[src/include/rdrb_pkg.sv]
// Constants, field layout and helpers of the render debug register bank
//----------------------------------------------------------------------
//----------------------------------------------------------------------
package rdrb_pkg;

  // Register byte offsets
  localparam logic [15:0] OFF_FLUSH_FSM   = 16'h2200;
  localparam logic [15:0] OFF_FLUSH_FLAG  = 16'h2204;
  localparam logic [15:0] OFF_FLUSH_TRACK = 16'h2208;
  localparam logic [15:0] OFF_CMD_WORD    = 16'h220C;
  localparam logic [15:0] OFF_CMD_VALID   = 16'h2210;
  localparam logic [15:0] OFF_PREEMPT     = 16'h2214;
  localparam logic [15:0] OFF_CLK_CMP_LO  = 16'h2360;
  localparam logic [15:0] OFF_CLK_CMP_HI  = 16'h2364;
  localparam logic [15:0] OFF_DRAW_PRESET = 16'h2450;
  localparam logic [15:0] OFF_VF_SCRATCH  = 16'h2470;
  localparam logic [15:0] OFF_ECO_SCRATCH = 16'h21D0;

  // Values after reset
  localparam logic [9:0]  RST_PREEMPT = 10'h000;
  localparam logic [63:0] RST_CLK_CMP = 64'h0000000000000000;
  localparam logic [23:0] RST_DRAW    = 24'h000000;
  localparam logic [15:0] RST_VF      = 16'h0000;
  localparam logic [15:0] RST_ECO     = 16'h0000;

  // Field positions
  localparam int MASK_SHIFT      = 16;
  localparam int VF_SNAP_BIT     = 15;
  localparam int VF_INHIBIT_BIT  = 2;
  localparam int VF_OFC_BIT      = 1;
  localparam int ECO_RCC_CG_BIT  = 8;
  localparam int ECO_MEMORY_WRITEBACK_UNIT_CG_BIT = 7;
  localparam int ECO_VFE_FIX_BIT = 5;
  localparam int ECO_CBUF_BIT    = 4;
  localparam int ECO_SCR_FIX_BIT = 3;
  localparam logic [15:0] VF_IMPL  = 16'h0006;
  localparam logic [15:0] ECO_IMPL = 16'h01B8;

  // Timing and sizes
  localparam int CLK_PERIOD_NS = 50;
  localparam int US_NS         = 1000;
  localparam int CYC_PER_US    = (US_NS + CLK_PERIOD_NS - 1) / CLK_PERIOD_NS;
  localparam logic [8:0] SCR_MAX_FIX_KB  = 9'h100;
  localparam logic [8:0] SCR_MAX_BASE_KB = 9'h00C;

  // Index of a single set bit, or all ones when not exactly one is set
  function automatic logic [2:0] enc_onehot(input logic [7:0] v);
    logic [2:0] idx;
    logic [3:0] cnt;
    idx = 3'h0;
    cnt = 4'h0;
    for (int i = 0; i < 8; i++) begin
      if (v[i]) begin
        idx = 3'(i);
        cnt = cnt + 4'h1;
      end
    end
    return (cnt == 4'h1) ? idx : 3'h7;
  endfunction

  // Masked update of a low half: only bits with mask set and implemented move
  function automatic logic [15:0] mask_merge(input logic [15:0] old,
                                             input logic [31:0] wdata,
                                             input logic [15:0] impl);
    logic [15:0] sel;
    sel = wdata[31:16] & impl;
    return (old & ~sel) | (wdata[15:0] & sel);
  endfunction

endpackage

[src/include/rdrb_ctl_if.sv]
// Carrier between the register bank and its timing engines
`timescale 1ns/1ns
interface rdrb_ctl_if;
  logic [9:0]  delay_us;
  logic        submit;
  logic        honored;
  logic [63:0] cmp_val;
  logic        cmp_wr;
  logic        clk_stop;
  logic [63:0] tick_cnt;

  modport bank (output delay_us, submit, cmp_val, cmp_wr,
                input  honored, clk_stop, tick_cnt);
  modport gate (input delay_us, submit, output honored);
  modport stop (input cmp_val, cmp_wr, output clk_stop, tick_cnt);
endinterface

[src/design/rdrb_preempt_gate.sv]
// Minimum spacing gate for run-list submissions
`timescale 1ns/1ns
module rdrb_preempt_gate (
  // Clock and reset
  input  wire logic core_clk_i,
  input  wire logic srst_i,
  // Control
  rdrb_ctl_if.gate  ctl
);
  logic [4:0]  pre_q;      // Microsecond prescaler
  logic [10:0] elapsed_q;  // Whole microseconds since last honored, saturating
  logic        pending_q;
  logic        honored_q;
  logic        go;
  logic        tick;

  // Elapsed must strictly exceed the delay; zero delay never waits
  assign tick = (pre_q == 5'(rdrb_pkg::CYC_PER_US - 1));
  assign go   = (pending_q | ctl.submit) &
                ((ctl.delay_us == 10'h000) | (elapsed_q > {1'b0, ctl.delay_us}));
  assign ctl.honored = honored_q;

  // Start saturated so the first submission after reset is not held
  always_ff @(posedge core_clk_i) begin
    if (srst_i) begin
      pre_q     <= 5'h00;
      elapsed_q <= 11'h7FF;
      pending_q <= 1'b0;
      honored_q <= 1'b0;
    end else begin
      pre_q     <= (go | tick) ? 5'h00 : pre_q + 5'h01;
      elapsed_q <= go ? 11'h000 : ((tick & ~&elapsed_q) ? elapsed_q + 11'h001 : elapsed_q);
      pending_q <= (pending_q | ctl.submit) & ~go;
      honored_q <= go;
    end
  end
endmodule

[src/design/rdrb_clk_stop.sv]
// Core clock tick counter with stop compare
`timescale 1ns/1ns
module rdrb_clk_stop (
  // Clock and reset
  input  wire logic core_clk_i,
  input  wire logic srst_i,
  // Control
  rdrb_ctl_if.stop  ctl
);
  logic [63:0] cnt_q;
  logic        stop_q;
  logic        hit;

  // A zero compare means the stop is unarmed, so reset does not freeze the core
  assign hit = (ctl.cmp_val != 64'h0) & (cnt_q == ctl.cmp_val);
  assign ctl.clk_stop = stop_q;
  assign ctl.tick_cnt = cnt_q;

  // Write restarts counting; the stop holds until the next write
  always_ff @(posedge core_clk_i) begin
    if (srst_i) begin
      cnt_q  <= 64'h0;
      stop_q <= 1'b0;
    end else if (ctl.cmp_wr) begin
      cnt_q  <= 64'h0;
      stop_q <= 1'b0;
    end else begin
      cnt_q  <= (stop_q | hit) ? cnt_q : cnt_q + 64'h1;
      stop_q <= stop_q | hit;
    end
  end
endmodule

[src/design/rdrb_top.sv]
// Render debug register bank: registers, live debug views and control outputs
`timescale 1ns/1ns
module rdrb_top (
  // Clock and reset
  input  wire logic        core_clk_i,
  input  wire logic        srst_i,
  // Register access port
  input  wire logic [15:0] reg_addr_i,
  input  wire logic [31:0] reg_wdata_i,
  input  wire logic        reg_wr_i,
  input  wire logic        reg_rd_i,
  output logic      [31:0] reg_rdata_o,
  output logic             reg_rvalid_o,
  // Flush state machines: one-hot state vectors, plus two 4-bit codes passed through as they are
  input  wire logic [6:0]  flush_fifo_state_i,
  input  wire logic [5:0]  ctl3d_flush_state_i,
  input  wire logic [3:0]  unified_return_buffer_state_i,
  input  wire logic [3:0]  urb_entry_code_i,
  input  wire logic [3:0]  flush_next_code_i,
  // Flush flags and tracking
  input  wire logic [16:0] flush_flags_i,
  input  wire logic [12:0] flush_track_i,
  // Command parser
  input  wire logic [31:0] cmd_word_i,
  input  wire logic        cmd_valid_i,
  // Run list
  input  wire logic        run_list_submit_i,
  output logic             run_list_go_o,
  // Core clock stop
  output logic             core_clk_stop_o,
  // Vertex fetch
  input  wire logic        elem_seq_or_primid_i,
  output logic [23:0]      draw_count_preset_o,
  output logic             snapshot_resume_o,
  output logic             vc_implicit_inhibit_o,
  output logic             vertex_result_cache_disable_o,
  output logic             fetch_bypass_cache_o,
  // Engineering scratch-pad controls
  output logic             render_cache_ctl_cg_en_o,
  output logic             memory_writeback_unit_cg_en_o,
  output logic             video_front_end_unit_fix_o,
  output logic             const_buf_ctx_excl_o,
  output logic             thread_dispatch_unit_scr_fix_o,
  output logic [8:0]       scratch_max_kb_o
);

  //--------------------------------------------------------------------
  // Carrier and engines
  //--------------------------------------------------------------------
  rdrb_ctl_if ctl ();

  rdrb_preempt_gate u_gate (
    .core_clk_i (core_clk_i),
    .srst_i     (srst_i),
    .ctl        (ctl.gate)
  );

  rdrb_clk_stop u_stop (
    .core_clk_i (core_clk_i),
    .srst_i     (srst_i),
    .ctl        (ctl.stop)
  );

  //--------------------------------------------------------------------
  // Software-held registers
  //--------------------------------------------------------------------
  logic [9:0]  preempt_q;
  logic [63:0] clk_cmp_q;
  logic [23:0] draw_q;
  logic [15:0] vf_q;
  logic [15:0] eco_q;
  logic        snap_q;
  logic        vc_dis_q;
  logic [31:0] rdata_q;
  logic        rvalid_q;
  logic [8:0]  scr_max_q;

  //--------------------------------------------------------------------
  // Address decode
  //--------------------------------------------------------------------
  wire hit_fsm    = (reg_addr_i == rdrb_pkg::OFF_FLUSH_FSM);
  wire hit_flag   = (reg_addr_i == rdrb_pkg::OFF_FLUSH_FLAG);
  wire hit_track  = (reg_addr_i == rdrb_pkg::OFF_FLUSH_TRACK);
  wire hit_cmdw   = (reg_addr_i == rdrb_pkg::OFF_CMD_WORD);
  wire hit_cmdv   = (reg_addr_i == rdrb_pkg::OFF_CMD_VALID);
  wire hit_pre    = (reg_addr_i == rdrb_pkg::OFF_PREEMPT);
  wire hit_cmp_lo = (reg_addr_i == rdrb_pkg::OFF_CLK_CMP_LO);
  wire hit_cmp_hi = (reg_addr_i == rdrb_pkg::OFF_CLK_CMP_HI);
  wire hit_draw   = (reg_addr_i == rdrb_pkg::OFF_DRAW_PRESET);
  wire hit_vf     = (reg_addr_i == rdrb_pkg::OFF_VF_SCRATCH);
  wire hit_eco    = (reg_addr_i == rdrb_pkg::OFF_ECO_SCRATCH);

  // Write strobes; the flush debug registers get none, so writes there vanish
  wire wr_pre  = reg_wr_i & hit_pre;
  wire wr_lo   = reg_wr_i & hit_cmp_lo;
  wire wr_hi   = reg_wr_i & hit_cmp_hi;
  wire wr_draw = reg_wr_i & hit_draw;
  wire wr_vf   = reg_wr_i & hit_vf;
  wire wr_eco  = reg_wr_i & hit_eco;
  wire wr_snap = wr_vf & reg_wdata_i[rdrb_pkg::MASK_SHIFT + rdrb_pkg::VF_SNAP_BIT] &
                 reg_wdata_i[rdrb_pkg::VF_SNAP_BIT];

  //--------------------------------------------------------------------
  // Live debug views
  //--------------------------------------------------------------------
  wire [2:0] fifo_code = rdrb_pkg::enc_onehot({1'b0, flush_fifo_state_i});
  wire [2:0] c3d_code  = rdrb_pkg::enc_onehot({2'b00, ctl3d_flush_state_i});
  wire [2:0] urb_full  = rdrb_pkg::enc_onehot({4'h0, unified_return_buffer_state_i});
  wire [1:0] urb_code  = urb_full[1:0];

  // Sampled every cycle from the flush and command parser inputs, never stored
  wire [31:0] v_fsm   = {16'h0000, fifo_code, c3d_code, urb_code,
                         urb_entry_code_i, flush_next_code_i};
  wire [31:0] v_flag  = {15'h0000, flush_flags_i};
  wire [31:0] v_track = {19'h00000, flush_track_i};
  wire [31:0] v_cmdw  = cmd_word_i;
  wire [31:0] v_cmdv  = {31'h00000000, cmd_valid_i};

  // Masks never read back; the snapshot bit is a write-only pulse
  wire [31:0] v_pre   = {22'h000000, preempt_q};
  wire [31:0] v_draw  = {8'h00, draw_q};
  wire [31:0] v_vf    = {16'h0000, vf_q};
  wire [31:0] v_eco   = {16'h0000, eco_q};

  //--------------------------------------------------------------------
  // Read selection; unmapped addresses read zero
  //--------------------------------------------------------------------
  wire [31:0] rd_mux =
    hit_fsm    ? v_fsm :
    hit_flag   ? v_flag :
    hit_track  ? v_track :
    hit_cmdw   ? v_cmdw :
    hit_cmdv   ? v_cmdv :
    hit_pre    ? v_pre :
    hit_cmp_lo ? clk_cmp_q[31:0] :
    hit_cmp_hi ? clk_cmp_q[63:32] :
    hit_draw   ? v_draw :
    hit_vf     ? v_vf :
    hit_eco    ? v_eco : 32'h00000000;

  //--------------------------------------------------------------------
  // Register updates
  //--------------------------------------------------------------------
  // Preemption delay and draw preset: plain stores, reserved bits dropped
  always_ff @(posedge core_clk_i) begin
    if (srst_i) begin
      preempt_q <= rdrb_pkg::RST_PREEMPT;
      draw_q    <= rdrb_pkg::RST_DRAW;
    end else begin
      if (wr_pre) begin
        preempt_q <= reg_wdata_i[9:0];
      end
      if (wr_draw) begin
        draw_q <= reg_wdata_i[23:0];
      end
    end
  end

  // Compare words move only on software writes; no restore path reaches them
  always_ff @(posedge core_clk_i) begin
    if (srst_i) begin
      clk_cmp_q <= rdrb_pkg::RST_CLK_CMP;
    end else begin
      if (wr_lo) begin
        clk_cmp_q[31:0] <= reg_wdata_i;
      end
      if (wr_hi) begin
        clk_cmp_q[63:32] <= reg_wdata_i;
      end
    end
  end

  // Scratch pads: masked writes, implemented bits only
  always_ff @(posedge core_clk_i) begin
    if (srst_i) begin
      vf_q  <= rdrb_pkg::RST_VF;
      eco_q <= rdrb_pkg::RST_ECO;
    end else begin
      if (wr_vf) begin
        vf_q <= rdrb_pkg::mask_merge(vf_q, reg_wdata_i, rdrb_pkg::VF_IMPL);
      end
      if (wr_eco) begin
        eco_q <= rdrb_pkg::mask_merge(eco_q, reg_wdata_i, rdrb_pkg::ECO_IMPL);
      end
    end
  end

  // Snapshot release pulse and implicit cache disable
  always_ff @(posedge core_clk_i) begin
    if (srst_i) begin
      snap_q   <= 1'b0;
      vc_dis_q <= 1'b0;
    end else begin
      snap_q   <= wr_snap;
      vc_dis_q <= elem_seq_or_primid_i & ~vf_q[rdrb_pkg::VF_INHIBIT_BIT];
    end
  end

  // Scratch size limit follows the fix bit; base alignment is software's job
  always_ff @(posedge core_clk_i) begin
    if (srst_i) begin
      scr_max_q <= rdrb_pkg::SCR_MAX_BASE_KB;
    end else begin
      scr_max_q <= eco_q[rdrb_pkg::ECO_SCR_FIX_BIT] ? rdrb_pkg::SCR_MAX_FIX_KB
                                                    : rdrb_pkg::SCR_MAX_BASE_KB;
    end
  end

  // Read answer one cycle after the strobe; data is zero when idle
  always_ff @(posedge core_clk_i) begin
    if (srst_i) begin
      rdata_q  <= 32'h00000000;
      rvalid_q <= 1'b0;
    end else begin
      rdata_q  <= reg_rd_i ? rd_mux : 32'h00000000;
      rvalid_q <= reg_rd_i;
    end
  end

  //--------------------------------------------------------------------
  // Engine hookup and outputs
  //--------------------------------------------------------------------
  assign ctl.delay_us = preempt_q;
  assign ctl.submit   = run_list_submit_i;
  assign ctl.cmp_val  = clk_cmp_q;
  assign ctl.cmp_wr   = wr_lo | wr_hi;

  assign reg_rdata_o                    = rdata_q;
  assign reg_rvalid_o                   = rvalid_q;
  assign run_list_go_o                  = ctl.honored;
  assign core_clk_stop_o                = ctl.clk_stop;
  assign draw_count_preset_o            = draw_q;
  assign snapshot_resume_o              = snap_q;
  assign vc_implicit_inhibit_o          = vf_q[rdrb_pkg::VF_INHIBIT_BIT];
  assign vertex_result_cache_disable_o  = vc_dis_q;
  assign fetch_bypass_cache_o           = vf_q[rdrb_pkg::VF_OFC_BIT];
  assign render_cache_ctl_cg_en_o       = eco_q[rdrb_pkg::ECO_RCC_CG_BIT];
  assign memory_writeback_unit_cg_en_o  = eco_q[rdrb_pkg::ECO_MEMORY_WRITEBACK_UNIT_CG_BIT];
  assign video_front_end_unit_fix_o     = eco_q[rdrb_pkg::ECO_VFE_FIX_BIT];
  assign const_buf_ctx_excl_o           = eco_q[rdrb_pkg::ECO_CBUF_BIT];
  assign thread_dispatch_unit_scr_fix_o = eco_q[rdrb_pkg::ECO_SCR_FIX_BIT];
  assign scratch_max_kb_o               = scr_max_q;
endmodule

[config.mk]
export PLATFORM = sky130hd
export DESIGN_NAME = rdrb_top
export DESIGN_NICKNAME = d
export VERILOG_FILES = /design/src/include/rdrb_pkg.sv /design/src/include/rdrb_ctl_if.sv /design/src/design/rdrb_preempt_gate.sv /design/src/design/rdrb_clk_stop.sv /design/src/design/rdrb_top.sv
export SDC_FILE = /design/constraint.sdc
export NUM_CORES = 1
export LEC_CHECK = 0
export BUFFER_PORTS_ARGS = -buffer_cell sky130_fd_sc_hd__buf_2
export CAP_MARGIN = 25
export CORE_MARGIN = 2
export CORE_UTILIZATION = 45
export DETAILED_ROUTE_END_ITERATION = 16
export GPL_TIMING_DRIVEN = 0
export PLACE_DENSITY_LB_ADDON = 0.05
export SLEW_MARGIN = 25
export SYNTH_ARGS = -nofsm -noshare
export SYNTH_HDL_FRONTEND = slang
export SYNTH_SLANG_ARGS = --single-unit
[constraint.sdc]
create_clock -name core_clk_i -period 4.5 [get_ports core_clk_i]
set_input_delay 1.35 -clock core_clk_i [delete_from_list [all_inputs] [get_ports core_clk_i]]
set_output_delay 1.35 -clock core_clk_i [all_outputs]
set_load 0.1 [all_outputs]
Word level (Yosys, flattened, before mapping)
Index checks and enable logic that the tools add are counted.
{"block": "op_classes", "order_cmp": 1, "reduce_logical": 10, "muxes": 48, "bitwise_logic": 29, "n_addsub": 17, "eq_ne": 16}
{"op": "16-bit by 14-bit equality test with 1-bit output (second input constant)", "count": 11}
{"op": "32-bit two-way mux", "count": 5}
{"op": "64-bit by 1-bit adder with 64-bit output (second input constant)", "count": 1}
{"op": "64-bit equality test", "count": 1}
{"op": "64-bit nonzero test", "count": 1}
{"op": "4-bit by 1-bit adder with 4-bit output (second input constant)", "count": 14}
{"op": "4-bit two-way mux", "count": 14}
{"op": "16-bit two-way mux", "count": 3}
{"op": "17-bit two-way mux", "count": 2}
{"op": "16-bit bitwise AND", "count": 2}
{"op": "16-bit bitwise OR", "count": 2}
{"op": "3-bit two-way mux", "count": 10}
{"op": "24-bit two-way mux", "count": 1}
{"op": "11-bit two-way mux", "count": 2}
{"op": "16-bit by 3-bit bitwise AND with 16-bit output", "count": 1}
{"op": "16-bit by 9-bit bitwise AND with 16-bit output", "count": 1}
{"op": "3-bit NOT with 16-bit output", "count": 1}
{"op": "9-bit NOT with 16-bit output", "count": 1}
{"op": "1-bit bitwise AND", "count": 13}
{"op": "4-bit by 1-bit equality test with 1-bit output (second input constant)", "count": 3}
{"op": "11-bit by 1-bit adder with 11-bit output (second input constant)", "count": 1}
{"op": "11-bit by 10-bit > comparator with 1-bit output", "count": 1}
{"op": "11-bit AND reduction", "count": 1}
{"op": "10-bit logical NOT", "count": 1}
{"op": "12 further kinds", "count": 28}
{"block": "word_totals", "out_inout_bits": 77, "elab_cells": 140, "reg_bits": 257}

Longest topological paths before layout
Gate-level depths: netlist of the first run.
{"block": "depth", "ltp_word": 16, "depth_mapped": 16, "ltp_nobuf": 16}

By module
From an unflattened synthesis of the first run, not the netlist that was laid out.
{"block": "hier_totals", "cells_unflattened": 1540, "hier_area_um2": 12179.2}
{"module": "rdrb_top", "cells_per_inst": 904, "instances": 1, "seq_area_each_um2": 2842.7, "area_each_um2": 6961.7}
{"module": "rdrb_clk_stop", "cells_per_inst": 509, "instances": 1, "seq_area_each_um2": 1301.2, "area_each_um2": 4086.4}
{"module": "rdrb_preempt_gate", "cells_per_inst": 127, "instances": 1, "seq_area_each_um2": 360.3, "area_each_um2": 1131.1}

Worst setup path before layout of the first run
OpenSTA, ideal clock, no wires.
{"block": "synth_timing", "kind": "input-to-reg", "start": "in flush_fifo_state_i[0]", "end": "reg rdata_q[13], in the netlist reg_rdata_o[13]", "setup_ns": 0.095, "n_path_buf": 0, "setup_slack_ns": 0.195, "arrival_ns": 4.210, "stages": 15, "cell_sequence": "ha_1 nor2b_1 or2_2 ha_1 nand2b_1 o31a_1 ha_1 mux2_2 ha_1 nand2b_1 o21a_1 ha_1 a211oi_1 a22o_1 a221oi_1"}
{"block": "synth_via", "elab_chain_len": 16}
{"item": "start, declared", "line_no": "rdrb_top.sv:15", "rtl": "input wire logic [6:0] flush_fifo_state_i,"}
{"item": "1-bit two-way mux *", "line_no": "rdrb_pkg.sv:53", "rtl": "if (v[i]) begin"}
{"item": "4-bit by 1-bit adder with 4-bit output", "line_no": "rdrb_pkg.sv:55", "rtl": "cnt = cnt + 4'h1;"}
{"item": "4-bit two-way mux *", "line_no": "rdrb_pkg.sv:53"}
{"item": "4-bit by 1-bit adder with 4-bit output", "line_no": "rdrb_pkg.sv:55"}
{"item": "4-bit two-way mux *", "line_no": "rdrb_pkg.sv:53"}
{"item": "4-bit by 1-bit adder with 4-bit output", "line_no": "rdrb_pkg.sv:55"}
{"item": "4-bit two-way mux *", "line_no": "rdrb_pkg.sv:53"}
{"item": "4-bit by 1-bit adder with 4-bit output", "line_no": "rdrb_pkg.sv:55"}
{"item": "4-bit two-way mux *", "line_no": "rdrb_pkg.sv:53"}
{"item": "4-bit by 1-bit adder with 4-bit output", "line_no": "rdrb_pkg.sv:55"}
{"item": "4-bit two-way mux *", "line_no": "rdrb_pkg.sv:53"}
{"item": "4-bit by 1-bit adder with 4-bit output", "line_no": "rdrb_pkg.sv:55"}
{"item": "4-bit two-way mux *", "line_no": "rdrb_pkg.sv:53"}
{"item": "4-bit by 1-bit equality test with 1-bit output *", "line_no": "rdrb_pkg.sv:58", "rtl": "return (cnt == 4'h1) ? idx : 3'h7;"}
{"item": "3-bit two-way mux *", "line_no": "rdrb_pkg.sv:58"}
{"item": "16-bit two-way mux *", "line_no": "rdrb_top.sv:129", "rtl": "hit_fsm ? v_fsm :"}
{"item": "end signal, assigned", "line_no": "rdrb_top.sv:215", "rtl": "rdata_q <= reg_rd_i ? rd_mux : 32'h00000000;"}
{"item": "end, declared", "line_no": "rdrb_top.sv:74", "rtl": "logic [31:0] rdata_q;"}
Every way passes the cells marked *; elsewhere a longest branch is shown, timed or not.
A chain may end at the register's enable or synchronous reset.

Worst setup path in the final report of the first run
{"block": "layout_timing", "start": "in flush_fifo_state_i[0]", "end": "reg rdata_q[15], in the netlist reg_rdata_o[15]"}
The elaborated chain is that of the path after synthesis.

==> results of run 1 <==
kinds of logic (layout without fill, tap and decap cells):
family | Yosys count | count (layout) | synth area share (%)
and+or+nand+nor | 611 | 611 | 26.32
AOI/OAI and AO/OA | 347 | 347 | 18.13
DFF | 225 | 225 | 38.04
buffers and inverters | 136 | 393 | 5.389
xor gates and xnor gates | 90 | 90 | 6.657
muxes | 31 | 31 | 2.684
adders and majority gates | 26 | 26 | 2.747
other | 1 | 11 | 0.03167
layer usage:
metal	vias to the layer above	GRT usage, %	share of wire (%)
met2	567	51.38	47
li1	5806	-	-
met4	2	13.12	4.5
met1	5857	39.99	41
met3	111	5.005	7.9
met5	-	0	0.025
through the flow:
step	hold WS, ns	instance area [sq um]	setup slack, ns	std cells
floorplan	0.4314	11860	0.1947	1472
finish	0.4673	14240	0.3956	2069
global route	0.4812	14240	0.1982	2069
global placement	0.4473	13330	-0.09519	2017
detailed placement	0.4615	13340	-0.1854	2017
CTS	0.4721	14220	0.3646	2064
worst reg2reg max path: stages (launching register included):
cell and delay, ns:
dfxtp_1 0.45, xor2_1 0.10, nor4_1 0.64, nand4_1 0.25, or4_4 0.56, o21ai_2 0.43
clkbuf_1 0.41, or3_2 0.20, a21oi_1 0.05
cells in the mapped netlist, types with 5 or more instances:
master	n
a21oi_1	177
a221oi_1	6
a222oi_1	31
a22oi_1	6
a31oi_1	5
and2_1	5
and3_1	15
and4_1	9
buf_2	17
buf_4	11
buf_6	6
clkbuf_1	51
dfxtp_1	225
ha_1	26
inv_1	47
mux2_2	6
mux2i_1	25
nand2_1	283
nand2b_1	6
nand3_1	40
nand4_1	34
nor2_1	56
nor2b_1	7
nor3_1	18
nor4_1	43
o211ai_1	15
o21ai_0	44
o21ai_1	6
o22ai_1	7
o31ai_1	14
or2_2	6
or3_1	32
or4_1	26
xnor2_1	12
xor2_1	78
power breakdown:
group | switching [mW] | internal, mW | total (mW)
combinational | 0.263 | 0.156 | 0.419
clock | 0.896 | 1.31 | 2.20
sequential | 0.0193 | 2.01 | 2.03
total | 1.18 | 3.47 | 4.65
worst paths after layout:
check | startpoint | endpoint | slack, ns | depth (start not counted)
setup / recovery | flush_fifo_state_i[0] | reg_rdata_o[15] | 0.40 | 16
setup reg to reg | clk_cmp_q[37] | u_stop.ctl.tick_cnt[35] | 1.28 | 8
hold / removal | u_gate.pre_q[0] | u_gate.pre_q[0] | 0.47 | 1
hold reg to reg | u_gate.pre_q[0] | u_gate.pre_q[0] | 0.47 | 1
sequential cells by signal, indices dropped and copies added, names as in the netlist, named ones only:
signal	count
scratch_max_kb_o	2
reg_rvalid_o	1
u_gate.pending_q	1
reg_rdata_o	32
snapshot_resume_o	1
vertex_result_cache_disable_o	1
clk_cmp_q	64
ctl.delay_us	10
u_gate.pre_q	5
draw_count_preset_o	24
u_stop.ctl.clk_stop	1
u_gate.elapsed_q	11
u_stop.ctl.tick_cnt	64
u_gate.ctl.honored	1
area by class of cell:
type	count	area, sq um	share of cell area, %
repair buffers	210	1051	7.379
well taps	335	419.2	2.943
clock inverters	11	115.1	0.8082
plain buffers	88	457.9	3.215
inverters	48	180.2	1.265
diodes	5	12.51	0.08785
flip-flops and latches	225	4504	31.63
multi-input cells	1111	6733	47.27
clock buffers	36	769.5	5.403
==> run metrics, run 1 <==
status=complete, no violations; Clock Pin Slew Worst Setup and Hold Paths=0.05 ns; synthesized flop and latch total=around 230; Die ar.=around 0.028 sq mm; Max Slew Vio Count=0; Hold Path Class=reg -> reg; nets@finish=1879; gpl congestion=0.9539; crit share post-route=91.21%; CP dominant cell by count=ha_1; ys flop type=dfxtp_1; TritonCTS Buffers=27; DIE WIDTH=166.2 um; synthesized cell area=0.01184 sq mm; worst-path cell chain=buf_2 > ha_1 > nor2b_1 > or2_2 > ha_1 > nand2b_1 > o31a_1 > ha_1 > mux2_2 > ha_1 > nand2b_1 > o21a_1 > ha_1 > a21oi_1 > nor4_2 > a311oi_1; Synth Warn #=0; Clk Latency, worst-skew pair=0.55 ns; CTS tree=built; vias in the first global route=11500; slowest stage cell, crit path=a311oi_1; Iter 0 DRT Violations=approximately 1200; Synth area leaders=dfxtp_1 38%, nand2_1 9.0%, a21oi_1 7.5%, xor2_1 5.8%, ha_1 2.7%; P&R area growth vs syn=20.28%; final core utilization=around 55%; detailed-route DRC error count=0; PortBufs=210; CP Launch Type=input pin; VDD IR max=~400 uV; delay-heaviest family, CP=adder cells; share of cells above drive strength 1=19.14%; Hold Violations, Final=0; Post-synth ARST share=0%; hold_buf cts=0; Leakage=5.772 nW; Synth area leader=dfxtp_1; most frequent cells in the layout=283 x nand2_1, 227 x buf_2, 225 x dfxtp_1; TNS Setup=0 ns; layout filler cell count=2477; RSZ-0062 raised after global routing=no; Congestion Overflow GR=0; maximum clock path buffer count=3; Worst slew margin=44.50%; Slew @ Worst Pin=0.8325 ns; # setup viols final=0; Req. time, crit path=slightly below 5 ns; starting density of the core=45.70%; Worst setup EP type=register; row count=just under 60; Max-Cap Viols=0; Netlist cell types=slightly below 80; Die H=166.2 um; Initial DRT Pass Iterations=9; Max Fclk=243.6 MHz; via count=approximately 12000; Syn Area/Cell=8.072 sq um; Buf/Inv on CP=1; setup bufs post-CTS=0; vias per std cell=5.966; Post-synth EDFFs=0; Resize count post-CTS=0; H-tree Lvls=1; WL/cell=21.58 um; first-pass GRT wire length=67230 um; crit path DAT=approximately 4.5 ns; Synth top area share=38.04%; Tot Pwr=4.648 mW; GRT Total Usage=30.93%; Synth Instances=approximately 1500; CTS sink cnt=225; final wirelength=44660 um; initial antenna violation count=6; Boundary Pins=219; minimum clock period=between 4 and 5 ns; CTS root buffer=clkbuf_16; largest net degree at the start of global routing=14; Worst Path Max Fanout=4; dpl hpwl=34540 um; most common cell after layout, fill and taps aside=nand2_1; Routed Antenna Nets=0; Power Dens Cells=~330 mW/mm^2; core area=0.02591 sq mm; Worst Skew=0.01133 ns; crit path kind=in -> reg; post-synthesis sequential area ratio=38.04%; Crit path largest cell delay=0.38 ns
Power figures use the tool's default switching activity.
==> inputs of run 2 (changes only) <==
--- a/config.mk
+++ b/config.mk
@@ -7,8 +7,10 @@
 export LEC_CHECK = 0
 export BUFFER_PORTS_ARGS = -buffer_cell sky130_fd_sc_hd__buf_2
 export CAP_MARGIN = 25
+export CELL_PAD_IN_SITES_DETAIL_PLACEMENT = 1
+export CELL_PAD_IN_SITES_GLOBAL_PLACEMENT = 2
 export CORE_MARGIN = 2
-export CORE_UTILIZATION = 45
+export CORE_UTILIZATION = 30
 export DETAILED_ROUTE_END_ITERATION = 16
 export GPL_TIMING_DRIVEN = 0
 export PLACE_DENSITY_LB_ADDON = 0.05
==> run 2 against run 1 <==
Net effect: hold slack hardly changed; highest routed layer unchanged; die area grew 49%; maximum frequency up 0.29%; non-clock buffer count unchanged; setup slack gained 0.012 ns; critical path type unchanged; sequential power about the same; combinational power increased by 4%.
==> run metrics, run 2 (synthesized netlist as in run 1, its figures left out) <==
worst-path cell chain=buf_2 > ha_1 > nor2b_1 > or2_2 > ha_1 > nand2b_1 > o31a_1 > ha_1 > mux2_2 > ha_1 > nand2b_1 > o21a_1 > ha_1 > a211oi_1 > a22o_1 > a221oi_1; Initial DRT Pass Iterations=8; pre-CTS setup slack=-0.1776 ns; Routed Antenna Nets=0; maximum clock path buffer count=3; worst hold margin=around 0.47 ns; Leakage=5.796 nW; Buf/Inv on CP=1; share of cells above drive strength 1=19.06%; detailed-route DRC error count=0; P&R area growth vs syn=22.68%; via count=approximately 12000; Max Slew Vio Count=0; Crit path largest cell delay=around 0.30 ns; DIE WIDTH=a little over 200 um; Area after DPL=0.01357 sq mm; Reg2Reg Setup Slack=1.09 ns; starting density of the core=30.50%; largest net degree at the start of global routing=15; Reg2Reg Depth=8; Worst Slack Setup Final=0.4077 ns; vias per std cell=5.384; Tot Pwr=around 4.9 mW; crit path to=reg_rdata_o[13]; crit path DAT=4.49 ns; Metal-1 WL=23780 um; CP Launch Type=input pin; Congestion Overflow GR=0; dpl hpwl=~42000 um; Boundary Pins=219; final core utilization=37.41%; Iter 0 DRT Violations=800; VDD IR max=about 260 uV; Die H=202.7 um; GRT Total Usage=between 20 and 30%; setup bufs post-CTS=0; CP dominant cell by count=ha_1; register area=0.004504 sq mm; CTS tree=built; Req. time, crit path=4.90 ns; TritonCTS Buffers=28; minimum clock period=between 4 and 5 ns; DR top layer=met5; first-pass GRT wire length=80050 um; Power Dens Cells=334.0 mW/mm^2; final wirelength=between 50000 and 60000 um; PortBufs=210; Clk Latency, worst-skew pair=0.58 ns; critical path startpoint=flush_fifo_state_i[0]; RSZ-0062 raised after global routing=no; multi-input logic area=0.006733 sq mm; Worst path depth=16; Clock Pin Slew Worst Setup and Hold Paths=0.06 ns; H-tree Lvls=1; Max-Cap Viols=0; Resize count post-CTS=0; Max Fclk=244.4 MHz; Worst setup EP type=register; Worst slew margin=29.99%; most common cell after layout, fill and taps aside=nand2_1; Worst Skew=0.02683 ns; Worst R2R Start=u_stop.ctl.tick_cnt[6]; r2r endpoint=u_stop.ctl.tick_cnt[31]; Worst Path Max Fanout=4; # setup viols final=0; crit share post-route=between 90% and 100%; final non-filler cell total=approximately 2300; initial antenna violation count=3; slowest stage cell, crit path=mux2_2; core area=0.03883 sq mm; met3 WL post-DR=2578 um; delay-heaviest family, CP=adder cells; layout filler cell count=4771; Hold Path Class=reg -> reg; CTS sink cnt=225; status=complete, no violations; most frequent cells in the layout=283 x nand2_1, 227 x buf_2, 225 x dfxtp_1; crit path kind=in -> reg; WL met2=25880 um; nets@finish=around 1900; CTS root buffer=clkbuf_16; Die ar.=0.04108 sq mm; WL/cell=23.79 um; vias in the first global route=12500; Hold Violations, Final=0; gpl congestion=0.8501; Final Cell Area=0.01453 sq mm; dpl cells=2200; TNS Setup=0 ns; row count=~70; Slew @ Worst Pin=1.042 ns; hold_buf cts=0
-- run 2: per-layer routing --
| metal | vias up | track usage [%] |
|---|---|---|
| met4 | 2 | 7.195 |
| met5 | - | 0 |
| met2 | 310 | 44.59 |
| li1 | 5809 | - |
| met3 | 69 | 4.141 |
| met1 | 5930 | 33.07 |
-- run 2: tightest hold or removal path: stages (launching register included) --
cell     delay [ns]
dfxtp_1        0.32
nand2_1        0.06
a21oi_1        0.05
-- run 2: layout make-up --
class | instances | area share, %
Multi-Input combinational cell | 1111 | 46.35
Sequential cell | 225 | 31.01
Timing Repair Buffer | 210 | 7.235
Clock buffer | 38 | 5.357
Tap cell | 518 | 4.462
Buffer | 88 | 3.152
Inverter | 48 | 1.240
Clock inverter | 11 | 1.163
Antenna cell | 2 | 0.03445
-- run 2: worst min path at each step --
| stage | start | endpoint | slack (ns) | cells after the start |
|---|---|---|---|---|
| detailed placement | draw_count_preset_o[21] | draw_count_preset_o[21] | 0.46 | 2 |
| floorplan | u_gate.pre_q[0] | u_gate.pre_q[0] | 0.43 | 1 |
| CTS | draw_count_preset_o[21] | draw_count_preset_o[21] | 0.47 | 2 |
| global placement | u_gate.pre_q[0] | u_gate.pre_q[0] | 0.45 | 1 |
| global route | draw_count_preset_o[19] | draw_count_preset_o[19] | 0.49 | 2 |
| finish | draw_count_preset_o[21] | draw_count_preset_o[21] | 0.47 | 2 |
-- run 2: power breakdown --
part	internal, mW	switching, mW
Sequential	2.01	0.0204
Combinational	0.157	0.279
Clock	1.43	0.957
Total	3.60	1.26
==> inputs of run 3 (changes only) <==
--- a/config.mk
+++ b/config.mk
@@ -5,12 +5,13 @@
 export SDC_FILE = /design/constraint.sdc
 export NUM_CORES = 1
 export LEC_CHECK = 0
+export ABC_AREA = 1
 export BUFFER_PORTS_ARGS = -buffer_cell sky130_fd_sc_hd__buf_2
 export CAP_MARGIN = 25
 export CELL_PAD_IN_SITES_DETAIL_PLACEMENT = 1
 export CELL_PAD_IN_SITES_GLOBAL_PLACEMENT = 2
 export CORE_MARGIN = 2
-export CORE_UTILIZATION = 30
+export CORE_UTILIZATION = 28
 export DETAILED_ROUTE_END_ITERATION = 16
 export GPL_TIMING_DRIVEN = 0
 export PLACE_DENSITY_LB_ADDON = 0.05
==> run 3 against run 2 <==
Net effect: critical path depth up 8; die area up 23%; critical endpoint unchanged; setup slack worse by 0.054 ns; largest power group unchanged; synthesized cell count up 43%; flip-flop and latch count unchanged; via count up 23%.
==> run metrics, run 3 <==
via count=14910; Synth area leader=dfxtp_1; Die H=roughly 230 um; crit path DAT=between 4 and 5 ns; Die ar.=approximately 0.051 sq mm; Worst slew margin=40.79%; HP Start=u_gate.pre_q[0]; Syn Area/Cell=6.527 sq um; Clk Latency, worst-skew pair=0.60 ns; GRT Total Usage=26.45%; worst hold margin=around 0.45 ns; largest family of logic cells by synthesized area=simple AND/OR/NAND/NOR gates; synthesized cell area=0.01368 sq mm; Resize count post-CTS=0; P&R area growth vs syn=20.77%; Routed Antenna Nets=0; hold_buf cts=0; core area=0.04855 sq mm; status=complete, no violations; Hold Crit Depth=1; first-pass GRT wire length=99260 um; Worst setup EP type=register; slowest stage cell, crit path=ha_1; worst-path cell chain=buf_2 > inv_1 > ha_1 > or2_2 > nand2_1 > inv_1 > ha_1 > inv_1 > o21ai_1 > ha_1 > or2_2 > nand2_1 > inv_1 > ha_1 > o21ai_1 > inv_1 > ha_1 > nand2_1 > nand3_1 > nand3_1 > nor2_1 > nand2_1 > nand2_1 > nand2_1; post-synthesis compound-gate area fraction=16.16%; pre-CTS setup slack=-0.4264 ns; Initial DRT Pass Iterations=4; # setup viols final=0; post-synthesis sequential area ratio=32.92%; Post-synth ARST share=0%; Max Slew Vio Count=0; mux cell area share after synthesis=0%; CTS tree=built; starting density of the core=between 20% and 30%; ys flop type=dfxtp_1; post-synthesis simple-gate area fraction=30.01%; Max Fclk=241.2 MHz; CTS sink cnt=225; WL/cell=roughly 23 um; dpl cells=2934; Max-Cap Viols=0; DR top layer=met5; gpl congestion=0.9233; most frequent cells in the layout=439 x nand2_1, 252 x inv_1, 225 x dfxtp_1; RSZ-0062 raised after global routing=no; Req. time, crit path=about 5 ns; Synth top area share=32.92%; Reg2Reg Depth=9; Boundary Pins=219; Crit path largest cell delay=0.30 ns; maximum clock path buffer count=3; row count=81; share of cells above drive strength 1=12.91%; Synth Instances=2096; TritonCTS Buffers=30; PortBufs=about 210; WL met2=33320 um; largest net degree at the start of global routing=16; dpl hpwl=roughly 56000 um; vias in the first global route=between 15000 and 20000; Metal-1 WL=~29000 um; vias per std cell=4.989; Slew @ Worst Pin=0.8882 ns; synthesized flop and latch total=between 200 and 250; layout filler cell count=6293; Leakage=roughly 7.1 nW; DIE WIDTH=225.0 um; most frequent cells after synthesis=439 x nand2_1, 252 x inv_1, 225 x dfxtp_1; Power Dens Cells=295.7 mW/mm^2; CP dominant cell by count=nand2_1; Post-Synth XOR/XNOR Area=under 10%; top-count cell post-synth=nand2_1; r2r endpoint=u_stop.ctl.tick_cnt[52]; final wirelength=67390 um; Hold Path Class=reg -> reg; Congestion Overflow GR=0; Hold Violations, Final=0; final non-filler cell total=2988; setup bufs post-CTS=0; Worst R2R Start=u_stop.ctl.tick_cnt[16]; initial antenna violation count=8; Synth Area in Adders=between 2 and 2.5%; H-tree Lvls=1; Worst Skew=roughly 0.024 ns; most common cell after layout, fill and taps aside=nand2_1; Worst Slack Setup Final=0.3536 ns; Worst Hold End=u_gate.pre_q[0]; CTS root buffer=clkbuf_16; Netlist cell types=45; Synth Warn #=0; Iter 0 DRT Violations=721; nets@finish=2512; Synth area leaders=dfxtp_1 33%, nand2_1 12%, a21oi_1 7.9%, inv_1 6.9%, xor2_1 6.7%; Reg2Reg Setup Slack=roughly 1.6 ns; Clock Pin Slew Worst Setup and Hold Paths=0.06 ns; Worst Path Max Fanout=3; VDD IR max=a little over 300 uV; minimum clock period=between 4 and 5 ns; detailed-route DRC error count=0; CP Launch Type=input pin; crit path kind=in -> reg; Post-synth EDFFs=0; met3 WL post-DR=approximately 2900 um; crit share post-route=92.14%; Tot Pwr=4.886 mW
==> run 3: stage by stage <==
| step | setup TNS (ns) | util, % | area (sq um) |
|---|---|---|---|
| 3_5_place_dp | -1.098 | 32.00 | 15530 |
| 2_1_floorplan | 0 | - | 13700 |
| 6_report | 0 | 34.03 | 16520 |
| 4_1_cts | 0 | 34.02 | 16510 |
| 3_3_place_gp | -0.8668 | 32.00 | 15530 |
| 5_1_grt | 0 | 34.02 | 16510 |
==> run 3: per-layer routing <==
metal | vias up | global-route usage [%]
met4 | 10 | 8.695
li1 | 7347 | -
met3 | 106 | 4.798
met1 | 7168 | 31.42
met2 | 276 | 47.79
met5 | - | 0
==> run 3: layout make-up <==
class	count	area, sq um	share of cell area [%]
clock inverters	7	127.6	0.7724
well taps	622	778.2	4.710
plain buffers	99	454.2	2.749
repair buffers	211	1056	6.391
flip-flops and latches	225	4504	27.26
multi-input cells	1520	7776	47.07
clock buffers	44	853.3	5.165
diodes	3	7.507	0.04544
inverters	257	964.7	5.839
==> run 3: power by group <==
part	switching (mW)	leakage (nW)	internal (mW)	total, mW
clock network	0.999	0.474	1.47	2.47
registers	0.0198	1.82	2.01	2.03
logic	0.261	4.80	0.130	0.391
==> run 3: cells by family after synthesis <==
kind of cell	Yosys count
AND/OR/NAND/NOR	954
AO/OA/AOI/OAI	407
buffers and inverters	356
flip-flops	225
XOR/XNOR	127
adder cells (fa/ha/maj)	26
other	1
==> run 3: worst max-delay path by stage <==
stage / start / end / slack [ns] / cells after the start
6_report: flush_fifo_state_i[1] / reg_rdata_o[13] / 0.35 / 24
5_1_grt: flush_fifo_state_i[1] / reg_rdata_o[13] / 0.03 / 23
2_1_floorplan: flush_fifo_state_i[0] / reg_rdata_o[13] / 0.07 / 22
4_1_cts: flush_fifo_state_i[1] / reg_rdata_o[13] / 0.20 / 24
3_5_place_dp: flush_fifo_state_i[1] / reg_rdata_o[13] / -0.43 / 24
3_3_place_gp: flush_fifo_state_i[0] / reg_rdata_o[13] / -0.35 / 24
==> run 3: critical path: cells and delay by family <==
family / cells / cell delay [ns]
buffers and inverters: 6 / 0.39
AOI/OAI and AO/OA: 2 / 0.26
adders and majority gates: 5 / 1.24
and+or+nand+nor: 11 / 1.42
